===== src/hw/serial_shift_pkg.sv =====
package serial_shift_pkg;

  // register map, byte addresses on the bus
  localparam int ADDR_W = 4;
  localparam logic [ADDR_W-1:0] DATA_OFS = 4'h0;
  localparam logic [ADDR_W-1:0] STATUS_OFS = 4'h4;
  localparam logic [ADDR_W-1:0] CONTROL_OFS = 4'h8;

  // status field positions
  localparam int STAT_START_BIT = 7;
  localparam int STAT_WRAP_BIT = 6;
  localparam int STAT_STOP_BIT = 5;
  localparam int STAT_MISMATCH_BIT = 4;
  localparam int CNT_W = 4;
  localparam logic [CNT_W-1:0] CNT_MAX = 4'hf;

  // control field positions
  localparam int CTRL_STROBE_BIT = 1;
  localparam int CTRL_TOGGLE_BIT = 0;

  // reset values
  localparam logic [7:0] DATA_RESET = 8'h00;
  localparam logic [7:0] CTRL_RESET = 8'h00;
  localparam logic [CNT_W-1:0] CNT_RESET = 4'h0;

  // bus answers
  localparam logic [1:0] RESP_OKAY = 2'h0;
  localparam logic [1:0] RESP_SLVERR = 2'h2;

  typedef enum logic [1:0] {
    WM_OFF = 2'b00,
    WM_THREE = 2'b01,
    WM_TWO = 2'b10,
    WM_TWO_HOLD = 2'b11
  } wire_mode_t;

  typedef enum logic [1:0] {
    CS_SOFT = 2'b00,
    CS_TIMER = 2'b01,
    CS_EXT_POS = 2'b10,
    CS_EXT_NEG = 2'b11
  } clk_src_t;

  typedef struct packed {
    logic start_irq_enable;
    logic wrap_irq_enable;
    wire_mode_t wire_mode_select;
    clk_src_t clock_source_select;
    logic soft_clock_strobe;
    logic clock_pin_toggle;
  } ctrl_t;

  typedef struct packed {
    logic start_seen_flag;
    logic count_wrap_flag;
    logic stop_seen_flag;
    logic drive_mismatch_bit;
    logic [CNT_W-1:0] bit_counter_value;
  } status_t;

endpackage : serial_shift_pkg


===== src/hw/pin_sync.sv =====
`timescale 1ns/100ps
// two-stage synchroniser per pin, followed by an edge detector on the stable stage
module pin_sync #(
  parameter int W = 2
) (
  input wire logic clk,
  input wire logic nrst,
  input wire logic [W-1:0] pins,
  output logic [W-1:0] level,
  output logic [W-1:0] rise,
  output logic [W-1:0] fall
);
  logic [W-1:0] meta_q;
  logic [W-1:0] stable_q;
  logic [W-1:0] prev_q;
  logic [1:0] warm_q;

  always_ff @(posedge clk) begin
    if (!nrst) begin
      meta_q <= '0;
      stable_q <= '0;
      prev_q <= '0;
    end else begin
      meta_q <= pins;
      stable_q <= meta_q;
      prev_q <= stable_q;
    end
  end

  // edges stay masked until prev_q holds a real sample: the reset zeros would
  // otherwise fake a rising edge on a line that idles high
  always_ff @(posedge clk) begin
    if (!nrst) begin
      warm_q <= '0;
    end else if (warm_q != 2'h3) begin
      warm_q <= warm_q + 2'h1;
    end
  end

  assign level = stable_q;
  assign rise = (warm_q == 2'h3) ? (stable_q & ~prev_q) : '0;
  assign fall = (warm_q == 2'h3) ? (~stable_q & prev_q) : '0;

endmodule : pin_sync


===== src/hw/serial_shift_unit.sv =====
`timescale 1ns/100ps
// Notes on behaviour
// - preset count fifteen makes edge interrupt source
// - data register is the live shifter
// - software write beats a same-cycle shift
// - shift left once per selected clock
// - inputs feed shifter even when outputs off
// - serial output driven from latched bit seven
// - latch half-open on external, open otherwise
// - new top bit shows at once when open
// - start flag on start or clock edge
// - start interrupt needs flag and both enables
// - start flag clears by one, frees clock
// - start detection wakes from every sleep
// - wrap flag sets on fifteen to zero
// - wrap interrupt needs flag and both enables
// - wrap flag clears by one, frees clock
// - wrap interrupt wakes from idle only
// - stop flag on stop, never interrupts
// - mismatch bit compares top bit with pin
// - counter readable, writable, counts selected clocks
// - toggle strobe clocks counter when selected
// - wire mode changes outputs, hold and start/stop detection
// - mode zero disables outputs, hold, detector
// - clock select chooses shift and count sources
// - mode three holds clock after wrap
// - soft strobe shifts and counts, reads zero
// - toggle strobe inverts clock port, reads zero
module serial_shift_unit
  import serial_shift_pkg::*;
(
  input wire logic clk,
  input wire logic nrst,
  // axi4-lite slave
  input wire logic [ADDR_W-1:0] s_axi_awaddr,
  input wire logic s_axi_awvalid,
  output logic s_axi_awready,
  input wire logic [31:0] s_axi_wdata,
  input wire logic [3:0] s_axi_wstrb,
  input wire logic s_axi_wvalid,
  output logic s_axi_wready,
  output logic [1:0] s_axi_bresp,
  output logic s_axi_bvalid,
  input wire logic s_axi_bready,
  input wire logic [ADDR_W-1:0] s_axi_araddr,
  input wire logic s_axi_arvalid,
  output logic s_axi_arready,
  output logic [31:0] s_axi_rdata,
  output logic [1:0] s_axi_rresp,
  output logic s_axi_rvalid,
  input wire logic s_axi_rready,
  // system side
  input wire logic timer0_overflow,
  input wire logic global_irq_enable,
  input wire logic sleep_is_idle,
  input wire logic data_pin_dir,
  input wire logic clock_pin_dir,
  input wire logic data_port_bit,
  output logic start_irq,
  output logic wrap_irq,
  output logic wake_any_sleep,
  output logic wake_idle_sleep,
  // pins
  input wire logic serial_in_pin,
  input wire logic serial_clock_pin,
  output logic data_out_o,
  output logic data_out_oe_n,
  output logic sda_o,
  output logic sda_oe_n,
  output logic scl_o,
  output logic scl_oe_n
);

  logic [1:0] pin_level, pin_rise, pin_fall;
  logic scl_s, sda_s, scl_edge;
  ctrl_t ctrl_q;
  status_t stat;
  logic [7:0] data_q, data_d;
  logic [CNT_W-1:0] cnt_q;
  logic start_q, wrap_q, stop_q, hold_armed_q;
  logic clk_port_q, out_latch_q;
  logic aw_have_q, w_have_q;
  logic [ADDR_W-1:0] aw_addr_q;
  logic [7:0] w_data_q;
  logic w_lane_q;
  logic wr_fire, wr_data, wr_stat, wr_ctrl;
  ctrl_t wr_val;
  logic shift_tick, count_tick, latch_open, two_wire, scl_hold;

  pin_sync #(.W(2)) u_pins (
    .clk(clk),
    .nrst(nrst),
    .pins({serial_clock_pin, serial_in_pin}),
    .level(pin_level),
    .rise(pin_rise),
    .fall(pin_fall)
  );
  assign scl_s = pin_level[1];
  assign sda_s = pin_level[0];
  assign scl_edge = pin_rise[1] | pin_fall[1];

  function automatic logic addr_mapped(input logic [ADDR_W-1:0] a);
    return (a == DATA_OFS) || (a == STATUS_OFS) || (a == CONTROL_OFS);
  endfunction : addr_mapped

  // ---------------- bus slave: write path ----------------
  // address and data may arrive in either order; both are parked until the write fires, and no new ones are taken while the response waits
  assign s_axi_awready = !aw_have_q && !s_axi_bvalid;
  assign s_axi_wready = !w_have_q && !s_axi_bvalid;
  assign wr_fire = aw_have_q && w_have_q && !s_axi_bvalid;
  assign wr_data = wr_fire && w_lane_q && (aw_addr_q == DATA_OFS);
  assign wr_stat = wr_fire && w_lane_q && (aw_addr_q == STATUS_OFS);
  assign wr_ctrl = wr_fire && w_lane_q && (aw_addr_q == CONTROL_OFS);
  assign wr_val = ctrl_t'(w_data_q);

  always_ff @(posedge clk) begin
    if (!nrst) begin
      aw_have_q <= 1'b0;
      aw_addr_q <= '0;
    end else if (s_axi_awvalid && s_axi_awready) begin
      aw_have_q <= 1'b1;
      aw_addr_q <= s_axi_awaddr;
    end else if (wr_fire) begin
      aw_have_q <= 1'b0;
    end
  end

  always_ff @(posedge clk) begin
    if (!nrst) begin
      w_have_q <= 1'b0;
      w_data_q <= '0;
      w_lane_q <= 1'b0;
    end else if (s_axi_wvalid && s_axi_wready) begin
      w_have_q <= 1'b1;
      w_data_q <= s_axi_wdata[7:0];
      w_lane_q <= s_axi_wstrb[0];
    end else if (wr_fire) begin
      w_have_q <= 1'b0;
    end
  end

  always_ff @(posedge clk) begin
    if (!nrst) begin
      s_axi_bvalid <= 1'b0;
      s_axi_bresp <= RESP_OKAY;
    end else if (wr_fire) begin
      s_axi_bvalid <= 1'b1;
      s_axi_bresp <= addr_mapped(aw_addr_q) ? RESP_OKAY : RESP_SLVERR;
    end else if (s_axi_bready) begin
      s_axi_bvalid <= 1'b0;
    end
  end

  // ---------------- bus slave: read path ----------------
  assign s_axi_arready = !s_axi_rvalid;
  assign stat = '{start_seen_flag: start_q, count_wrap_flag: wrap_q, stop_seen_flag: stop_q,
                  drive_mismatch_bit: data_q[7] ^ sda_s, bit_counter_value: cnt_q};

  always_ff @(posedge clk) begin
    if (!nrst) begin
      s_axi_rvalid <= 1'b0;
      s_axi_rdata <= '0;
      s_axi_rresp <= RESP_OKAY;
    end else if (s_axi_arvalid && s_axi_arready) begin
      s_axi_rvalid <= 1'b1;
      s_axi_rresp <= addr_mapped(s_axi_araddr) ? RESP_OKAY : RESP_SLVERR;
      unique case (s_axi_araddr)
        DATA_OFS: s_axi_rdata <= {24'h000000, data_q};
        STATUS_OFS: s_axi_rdata <= {24'h000000, stat};
        // both strobe positions always read back as zero
        CONTROL_OFS: s_axi_rdata <= {24'h000000, ctrl_q[7:2], 2'h0};
        default: s_axi_rdata <= '0;
      endcase
    end else if (s_axi_rready) begin
      s_axi_rvalid <= 1'b0;
    end
  end

  // ---------------- control register ----------------
  // the strobe bit is kept only as the counter-source select under external clocking
  always_ff @(posedge clk) begin
    if (!nrst) begin
      ctrl_q <= ctrl_t'(CTRL_RESET);
    end else if (wr_ctrl) begin
      ctrl_q <= wr_val;
      ctrl_q.soft_clock_strobe <= wr_val.clock_source_select[1] & wr_val.soft_clock_strobe;
      ctrl_q.clock_pin_toggle <= 1'b0;
    end
  end

  always_ff @(posedge clk) begin
    if (!nrst) begin
      clk_port_q <= 1'b0;
    end else if (wr_ctrl && wr_val.clock_pin_toggle) begin
      clk_port_q <= !clk_port_q;
    end
  end

  // ---------------- clock selection ----------------
  // strobes use the value being written so that mode and strobe may go in one write
  always_comb begin
    shift_tick = 1'b0;
    count_tick = 1'b0;
    unique case (ctrl_q.clock_source_select)
      CS_SOFT: ;
      CS_TIMER: begin
        shift_tick = timer0_overflow;
        count_tick = timer0_overflow;
      end
      CS_EXT_POS: begin
        shift_tick = pin_rise[1];
        count_tick = !ctrl_q.soft_clock_strobe && scl_edge;
      end
      CS_EXT_NEG: begin
        shift_tick = pin_fall[1];
        count_tick = !ctrl_q.soft_clock_strobe && scl_edge;
      end
    endcase
    if (wr_ctrl && wr_val.clock_source_select == CS_SOFT && wr_val.soft_clock_strobe) begin
      shift_tick = 1'b1;
      count_tick = 1'b1;
    end
    if (wr_ctrl && wr_val.clock_source_select[1] && wr_val.soft_clock_strobe &&
        wr_val.clock_pin_toggle) begin
      count_tick = 1'b1;
    end
  end

  // ---------------- shift register ----------------
  always_comb begin
    data_d = data_q;
    if (wr_data) begin
      data_d = w_data_q;
    end else if (shift_tick) begin
      data_d = {data_q[6:0], sda_s};
    end
  end

  always_ff @(posedge clk) begin
    if (!nrst) begin
      data_q <= DATA_RESET;
    end else begin
      data_q <= data_d;
    end
  end

  // latch opens in the half-cycle before the sampling edge so output and sampling never collide
  assign latch_open = !ctrl_q.clock_source_select[1] ||
                      (scl_s == ctrl_q.clock_source_select[0]);

  always_ff @(posedge clk) begin
    if (!nrst) begin
      out_latch_q <= 1'b0;
    end else if (latch_open) begin
      out_latch_q <= data_d[7];
    end
  end

  // ---------------- counter and flags ----------------
  always_ff @(posedge clk) begin
    if (!nrst) begin
      cnt_q <= CNT_RESET;
    end else if (wr_stat) begin
      cnt_q <= w_data_q[CNT_W-1:0];
    end else if (count_tick) begin
      cnt_q <= cnt_q + 4'h1;
    end
  end

  // a clear in the same cycle as a set wins
  always_ff @(posedge clk) begin
    if (!nrst) begin
      wrap_q <= 1'b0;
    end else if (count_tick && !wr_stat && cnt_q == CNT_MAX) begin
      wrap_q <= 1'b1;
    end else if (wr_stat && w_data_q[STAT_WRAP_BIT]) begin
      wrap_q <= 1'b0;
    end
  end

  assign two_wire = ctrl_q.wire_mode_select[1];

  always_ff @(posedge clk) begin
    if (!nrst) begin
      start_q <= 1'b0;
    end else if ((two_wire && scl_s && pin_fall[0]) ||
                 (!two_wire && ctrl_q.clock_source_select[1] &&
                  !ctrl_q.soft_clock_strobe && scl_edge)) begin
      start_q <= 1'b1;
    end else if (wr_stat && w_data_q[STAT_START_BIT]) begin
      start_q <= 1'b0;
    end
  end

  always_ff @(posedge clk) begin
    if (!nrst) begin
      stop_q <= 1'b0;
    end else if (two_wire && scl_s && pin_rise[0]) begin
      stop_q <= 1'b1;
    end else if (wr_stat && w_data_q[STAT_STOP_BIT]) begin
      stop_q <= 1'b0;
    end
  end

  // start hold begins at the first falling clock after the start condition
  always_ff @(posedge clk) begin
    if (!nrst) begin
      hold_armed_q <= 1'b0;
    end else if (!start_q || !two_wire) begin
      hold_armed_q <= 1'b0;
    end else if (pin_fall[1]) begin
      hold_armed_q <= 1'b1;
    end
  end

  // ---------------- pins ----------------
  assign scl_hold = two_wire && (hold_armed_q ||
                    (ctrl_q.wire_mode_select == WM_TWO_HOLD && wrap_q));
  assign data_out_o = out_latch_q;
  assign data_out_oe_n = !(ctrl_q.wire_mode_select == WM_THREE && data_pin_dir);
  assign sda_o = 1'b0;
  assign sda_oe_n = !(two_wire && data_pin_dir && (!out_latch_q || !data_port_bit));
  // open drain in two-wire modes; ordinary push-pull port pin otherwise
  assign scl_o = two_wire ? 1'b0 : clk_port_q;
  assign scl_oe_n = two_wire ? !(clock_pin_dir && (!clk_port_q || scl_hold)) : !clock_pin_dir;

  // ---------------- interrupts and wake ----------------
  assign start_irq = start_q && ctrl_q.start_irq_enable && global_irq_enable;
  assign wrap_irq = wrap_q && ctrl_q.wrap_irq_enable && global_irq_enable;
  // raw-pin term lets a start wake the core even with the clock stopped
  assign wake_any_sleep = start_irq || (two_wire && ctrl_q.start_irq_enable &&
                          serial_clock_pin && !serial_in_pin);
  assign wake_idle_sleep = wrap_irq && sleep_is_idle;
endmodule : serial_shift_unit


===== config.mk =====
export PLATFORM = sky130hd
export DESIGN_NAME = serial_shift_unit
export DESIGN_NICKNAME = d
export VERILOG_FILES = /design/src/hw/serial_shift_pkg.sv /design/src/hw/pin_sync.sv /design/src/hw/serial_shift_unit.sv
export SDC_FILE = /design/constraint.sdc
export NUM_CORES = 1
export LEC_CHECK = 0
export BUFFER_PORTS_ARGS = -buffer_cell sky130_fd_sc_hd__buf_2
export CAP_MARGIN = 20
export CORE_AREA = 10 10 94 96
export DETAILED_ROUTE_END_ITERATION = 8
export DIE_AREA = 0 0 104 106
export MAX_ROUTING_LAYER = met4
export PLACE_DENSITY = 0.81
export SYNTH_ARGS = -nofsm -noshare
export SYNTH_HDL_FRONTEND = slang
export SYNTH_HIERARCHICAL = 1
export SYNTH_SLANG_ARGS = --single-unit
export TNS_END_PERCENT = 5

===== constraint.sdc =====
create_clock -name clk -period 1.6 [get_ports clk]
set_input_delay 0.32 -clock clk [delete_from_list [all_inputs] [get_ports clk]]
set_output_delay 0.32 -clock clk [all_outputs]
set_load 0.01 [all_outputs]

==> results of run 1 <==
flip-flops by register name, summed over array words and instances (netlist names), 2 cells and up:
register       cells
aw_addr_q          4
w_data_q           8
u_pins/warm_q      2
ctrl_q             7
u_pins/meta_q      2
s_axi_rdata        8
u_pins/prev_q      2
u_pins/level       2
cnt_q              4
data_q             8
cells in the final DEF (no fill, tap or decap), types with 16 or more instances in the layout:
cell type	netlist	routed
conb_1	1	27
buf_2	3	55
o21ai_0	21	21
buf_4	28	33
a21oi_1	23	23
dfxtp_1	60	56
mux2i_1	16	16
nand2_1	39	39
nor2_1	29	27
per-layer routing:
layer	GRT usage	share of wire	routed length (um)	vias to the layer above
li1	-	-	-	1382
met1	0.175	0.43	3570	1310
met2	0.240	0.48	3980	125
met3	0.0368	0.065	540	20
met4	0.0696	0.024	201	0
met5	-	0	0	-
how the worst min path moves through the flow:
stage | to | cells past startpoint
final | s_axi_rvalid | 2
after global routing | s_axi_rvalid | 2
after CTS | s_axi_rvalid | 2
after detailed placement | u_pins/level[1] | 1
after global placement | u_pins/level[0] | 1
after floorplan | u_pins/level[0] | 1
critical path, stage by stage, from the launching register on:
cell and delay (ps):
dfxtp_2 350, ha_4 140, nand2_1 50, nor2_2 150, nor2_1 80, o31a_1 370, and2_1 210, a211o_1 250
cells by family (layout without fill, tap and decap cells):
| logic type | after synthesis | after routing | synth area share |
|---|---|---|---|
| flops | 60 | 60 | 0.394 |
| simple gates | 123 | 123 | 0.210 |
| compound gates | 95 | 95 | 0.213 |
| mux | 16 | 16 | 0.0525 |
| fa+ha+maj | 3 | 3 | 0.0123 |
| other cells | 1 | 27 | 0.00123 |
| xor+xnor | 4 | 4 | 0.0115 |
| buf+inv | 53 | 114 | 0.106 |
repair_timing:
action,in CTS,in global routing
gates resized for setup,3,14
pin swaps,1,3
buffers inserted,1,0
cloned,0,0
setup endpoints to repair,13,18
hold buffers,0,0
metrics by stage:
stage	hold slack, ps	power (uW)	instances
2_1_floorplan	412	1900	381
3_3_place_gp	423	2000	524
3_5_place_dp	421	2020	524
4_1_cts	171	3490	541
5_1_grt	175	3630	541
6_report	174	3480	541
power by group through the flow:
stage / clock network (uW) / registers (uW) / logic (uW)
5_1_grt: 1580 / 1610 / 446
6_report: 1480 / 1600 / 397
3_5_place_dp: 0 / 1630 / 389
4_1_cts: 1500 / 1600 / 392
3_3_place_gp: 0 / 1630 / 375
2_1_floorplan: 0 / 1630 / 268
final cells by class:
type	count	area, um^2	area share
Clock inverter	6	88.8	0.0232
Sequential cell	60	1210	0.314
Inverter	9	33.8	0.00881
Timing Repair Buffer	89	543	0.142
Multi-Input combinational cell	268	1710	0.447
Clock buffer	10	128	0.0333
Tap cell	99	124	0.0323
==> impl_metrics.py, run 1 <==
metrics = {
    "synthesis": {
        "synth-edff-count": 0,
        "synth_commonest_cells": "dfxtp_1, nand2_1, nor2_1",
        "seq_area_frac_synth": 0.394,
        "synthFlopType": "dfxtp_1",
        "yosys.area.top_type": "dfxtp_1",
        "syn_avg_cell_area_um2": 8.59,
        "syn_area_mm2": 0.00305,
        "yosysWarnings": 6,
        "synth_area_leaders": "dfxtp_1, buf_4, mux2i_1",
        "yosysMostFrequentCell": "dfxtp_1",
        "synth-async-reset-ratio": 0,
        "yosysUniqueCellTypes": 49,
        "yosys_register_bits": 60,
        "synth_top_area_frac": 0.394,
        "synthesis.instances": 355,
    },
    "layout": {
        "area_growth_pct": 25.8,
        "fin_nets": 499,
        "layout-drive-gt1-share": 0.299,
        "fin_util": 0.543,
        "final_cell_area_mm2": 0.00384,
        "fillers": 684,
        "antenna_cells": 0,
    },
    "setup_path": {
        "critPathRequiredTime_ps": 1830,
        "reg2reg_to": "cnt_q[0]",
        "r2r_slack_ps": -90,
        "critPathArrivalTime_ps": 1920,
        "crit_end": "cnt_q[0]",
        "r2r_start": "u_pins/warm_q[1]",
        "path_max_fanout": 8,
        "r2r_cells": 7,
        "critPathKind": "flop to flop",
        "worstSetupStartpointType": "flop",
        "end_kind": "flop",
        "critPathLaunch": "u_pins/warm_q[1]",
    },
    "pwr": {
        "p_int_uw": 2600,
        "pwr-share-comb": 0.114,
        "seq_power_share": 0.460,
        "sw_frac_of_total": 0.252,
        "cellPowerDensity_mw_per_mm2": 907,
        "switchingPower_uw": 878,
        "power_leakage_uw": 0.00162,
        "vdd_drop_max_v": 0.000409,
        "p_clk_frac": 0.427,
    },
    "detailed_routing": {
        "drt-total-wl_um": 8290,
        "drt-wirelength-per-cell_um": 15.3,
        "drt_iter0_drc": 157,
        "num_vias": 2837,
        "drc_errors": 0,
        "ant_nets": 0,
        "drtPass1Iterations": 5,
        "vias_per_cell": 5.24,
    },
    "sta": {
        "hold_viol_final": 0,
        "fin_setup_tns_ps": -381,
        "finalMaxSlewViolations": 0,
        "min_period_over_period": 1.06,
        "clock_skew_ps": 11.2,
        "setup_slack_ps": -92.3,
        "rsz0062_at_grt": "true",
        "max_clock_freq_mhz": 591,
        "finalSetupViolCount": 8,
        "fin_crit_ps": 1690,
    },
    "worst_hold_path": {
        "hold_path_class": "input pin to flop",
        "worstHoldStart": "s_axi_rready",
    },
    "global_routing": {
        "antenna_found_initial": 0,
        "grtUsageTotal": 0.150,
        "grt_max_degree": 25,
        "grt_overflow": 0,
        "grt_pass1_wl_um": 13400,
        "grt_pass1_vias": 2788,
    },
    "clock_network": {
        "clkSinkCount": 60,
        "clk_pin_slew_ps": 70,
        "numCtsBuffers": 9,
        "cts_tree": "done",
        "cts-root-buf": "clkbuf_8",
        "clock_path_buffers": 2,
        "cts_htree_levels": 3,
        "clk_latency_ps": 340,
    },
    "placed_design": {
        "place_ws_ps": -85.7,
        "placed_area_mm2": 0.00352,
        "dp.final_hpwl_um": 6240,
        "globalplace.congestion": 0.915,
        "numPortBuffers": 55,
    },
    "run_status": {
        "violations": "negative setup slack",
        "status": "finished with violations",
    },
    "floorplan": {
        "dieArea_mm2": 0.0110,
        "dieHeight_um": 106,
        "initial_core_util": 0.432,
        "core_area_mm2": 0.00706,
        "ios": 110,
        "num_rows": 31,
        "die_w_um": 104,
    },
    "job": {
        "cap_violations": 0,
    },
}
Note: power is estimated with default switching activity, not from simulation.
==> run 2: changes to the inputs <==
--- a/config.mk
+++ b/config.mk
@@ -7,11 +7,12 @@
 export LEC_CHECK = 0
 export BUFFER_PORTS_ARGS = -buffer_cell sky130_fd_sc_hd__buf_2
 export CAP_MARGIN = 20
-export CORE_AREA = 10 10 94 96
+export CORE_AREA = 10 10 87 89
+export CTS_CLUSTER_SIZE = 16
 export DETAILED_ROUTE_END_ITERATION = 8
-export DIE_AREA = 0 0 104 106
+export DIE_AREA = 0 0 97 99
 export MAX_ROUTING_LAYER = met4
-export PLACE_DENSITY = 0.81
+export PLACE_DENSITY = 0.89
 export SYNTH_ARGS = -nofsm -noshare
 export SYNTH_HDL_FRONTEND = slang
 export SYNTH_HIERARCHICAL = 1
==> constraint.sdc (replaced) <==
create_clock -name clk -period 2.2 [get_ports clk]
set_input_delay 0.33 -clock clk [delete_from_list [all_inputs] [get_ports clk]]
set_output_delay 0.33 -clock clk [all_outputs]
set_load 0.01 [all_outputs]
==> run 2 against run 1 <==
  * The run now ends clean
  * Power is 31% lower
  * Sequential cell count stayed put
  * Critical path depth stayed put
  * Sequential power is 27% lower
  * First-iteration DRC count is 36% higher
  * Setup slack better by 290 ps
  * Final cell count is 9.6% lower
  * Critical path type unchanged
  * Critical endpoint unchanged
  * Largest power group unchanged
  * Highest routed layer unchanged
==> impl_metrics.py, run 2 (synthesized netlist as in run 1, its figures left out) <==
metrics = {
    "setup_path": {
        "cpPeakStageDelay_ps": 470,
        "critPathArrivalTime_ps": 2290,
        "worstSetupStartpointType": "flop",
        "critPathRequiredTime_ps": 2480,
        "critPathKind": "flop to flop",
        "cp_cell_sequence": "ha_1 > nand2_1 > nor2_1 > nor2_1 > o31a_1 > a2111oi_0 > a211o_1",
        "path_max_fanout": 8,
        "r2r_cells": 7,
        "cpMostUsedCell": "nor2_1",
        "cpMaxStageDelayCell": "a2111oi_0",
        "end_kind": "flop",
    },
    "detailed_routing": {
        "num_vias": 2663,
        "drc_errors": 0,
        "drtPass1Iterations": 5,
        "drt-total-wl_um": 7570,
        "vias_per_cell": 5.45,
        "drt-wirelength-per-cell_um": 15.5,
        "drt_iter0_drc": 214,
        "ant_nets": 0,
    },
    "floorplan": {
        "num_rows": 28,
        "dieHeight_um": 99,
        "ios": 110,
        "initial_core_util": 0.521,
        "die_w_um": 97,
        "core_area_mm2": 0.00585,
        "dieArea_mm2": 0.00960,
    },
    "sta": {
        "clock_skew_ps": 12.6,
        "fin_setup_tns_ps": 0,
        "setup_slack_ps": 199,
        "fin_crit_ps": 2000,
        "rsz0062_at_grt": "false",
        "min_period_over_period": 0.910,
        "finalMaxSlewViolations": 0,
        "finalSetupViolCount": 0,
        "hold_viol_final": 0,
        "max_clock_freq_mhz": 500,
    },
    "layout": {
        "fin_util": 0.594,
        "multi_input_area_mm2": 0.00162,
        "mostFrequentLayoutCells": "dfxtp_1, buf_2, nand2_1",
        "final_common_cell": "dfxtp_1",
        "fillers": 545,
        "layout-drive-gt1-share": 0.208,
        "top_regs": "data_q: 8 flops, s_axi_rdata: 8 flops, w_data_q: 8 flops",
        "seq_area_mm2": 0.00120,
        "area_growth_pct": 13.9,
        "fin_nets": 471,
        "antenna_cells": 0,
    },
    "global_routing": {
        "grt_pass1_vias": 2640,
        "grtUsageTotal": 0.161,
        "grt_max_degree": 26,
        "grt_pass1_wl_um": 12600,
        "antenna_found_initial": 0,
        "grt_overflow": 0,
    },
    "job": {
        "cap_violations": 0,
    },
    "clock_network": {
        "post_cts_buffers": 0,
        "numCtsBuffers": 9,
        "ctsResizeCount": 0,
        "cts-root-buf": "clkbuf_8",
        "clk_latency_ps": 350,
        "clkSinkCount": 60,
        "cts_htree_levels": 3,
        "clk_pin_slew_ps": 70,
        "cts-hold-fix-buffers": 0,
        "cts_tree": "done",
        "clock_path_buffers": 2,
    },
    "pwr": {
        "vdd_drop_max_v": 0.000391,
        "power_leakage_uw": 0.00145,
        "cellPowerDensity_mw_per_mm2": 691,
    },
    "worst_hold_path": {
        "hold_path_class": "input pin to flop",
        "holdPathStages": 2,
    },
    "placed_design": {
        "globalplace.congestion": 0.881,
        "place_ws_ps": 310,
        "dp.final_hpwl_um": 5830,
        "numPortBuffers": 55,
    },
    "run_status": {
        "status": "complete, no violations",
    },
}
run 2: cell types whose count changed in the layout (fill, tap and decap cells not counted), moves of 2 or more:
cell and delta:
a211oi_1 +9, a211oi_2 -9, buf_4 -27, dfxtp_1 +4, dfxtp_2 -4, nor2_1 +2
nor2_2 -2
run 2: layout make-up:
cell class	count	share of cell area
clock buffer	10	0.0396
clock inverter	6	0.0184
inverter	9	0.00973
multi-input combinational	268	0.467
sequential	60	0.346
tap	75	0.0270
timing repair buffer	61	0.0922
run 2: worst max-delay path, delay by kind of cell, from the launching register on:
family	cells	cell delay [ps]
AOI/OAI and AO/OA	3	970
DFF	1	380
and+or+nand+nor	3	350
adders and majority gates	1	230
run 2: final timing paths:
| path | startpoint | to | slack (ps) |
|---|---|---|---|
| worst min register to register | u_pins/meta_q[0] | u_pins/level[0] | 440 |
| worst max-delay path | u_pins/warm_q[0] | cnt_q[0] | 200 |
| worst max register to register | u_pins/warm_q[0] | cnt_q[0] | 200 |
| worst min-delay path | s_axi_rready | s_axi_rvalid | 170 |
run 2: layer usage:
metal	share of wire	track usage	routed length [um]	up-vias
met3	0.078	0.0538	593	14
li1	-	-	-	1326
met2	0.50	0.262	3750	93
met5	0	-	0	-
met1	0.41	0.177	3090	1230
met4	0.018	0.0681	136	0
run 2: where the power goes:
group	switching, uW	internal [uW]	total [uW]
Sequential	44.8	1130	1170
Clock	451	551	1000
Combinational	137	90.8	228
run 2: through the flow:
step                hold slack [ps]  total power, uW  cell area [um^2]  instances
floorplan                       412             1370              3150        381
global placement                416             1410              3270        473
detailed placement              423             1420              3270        473
CTS                             154             2410              3470        489
global route                    181             2500              3470        489
finish                          167             2400              3470        489
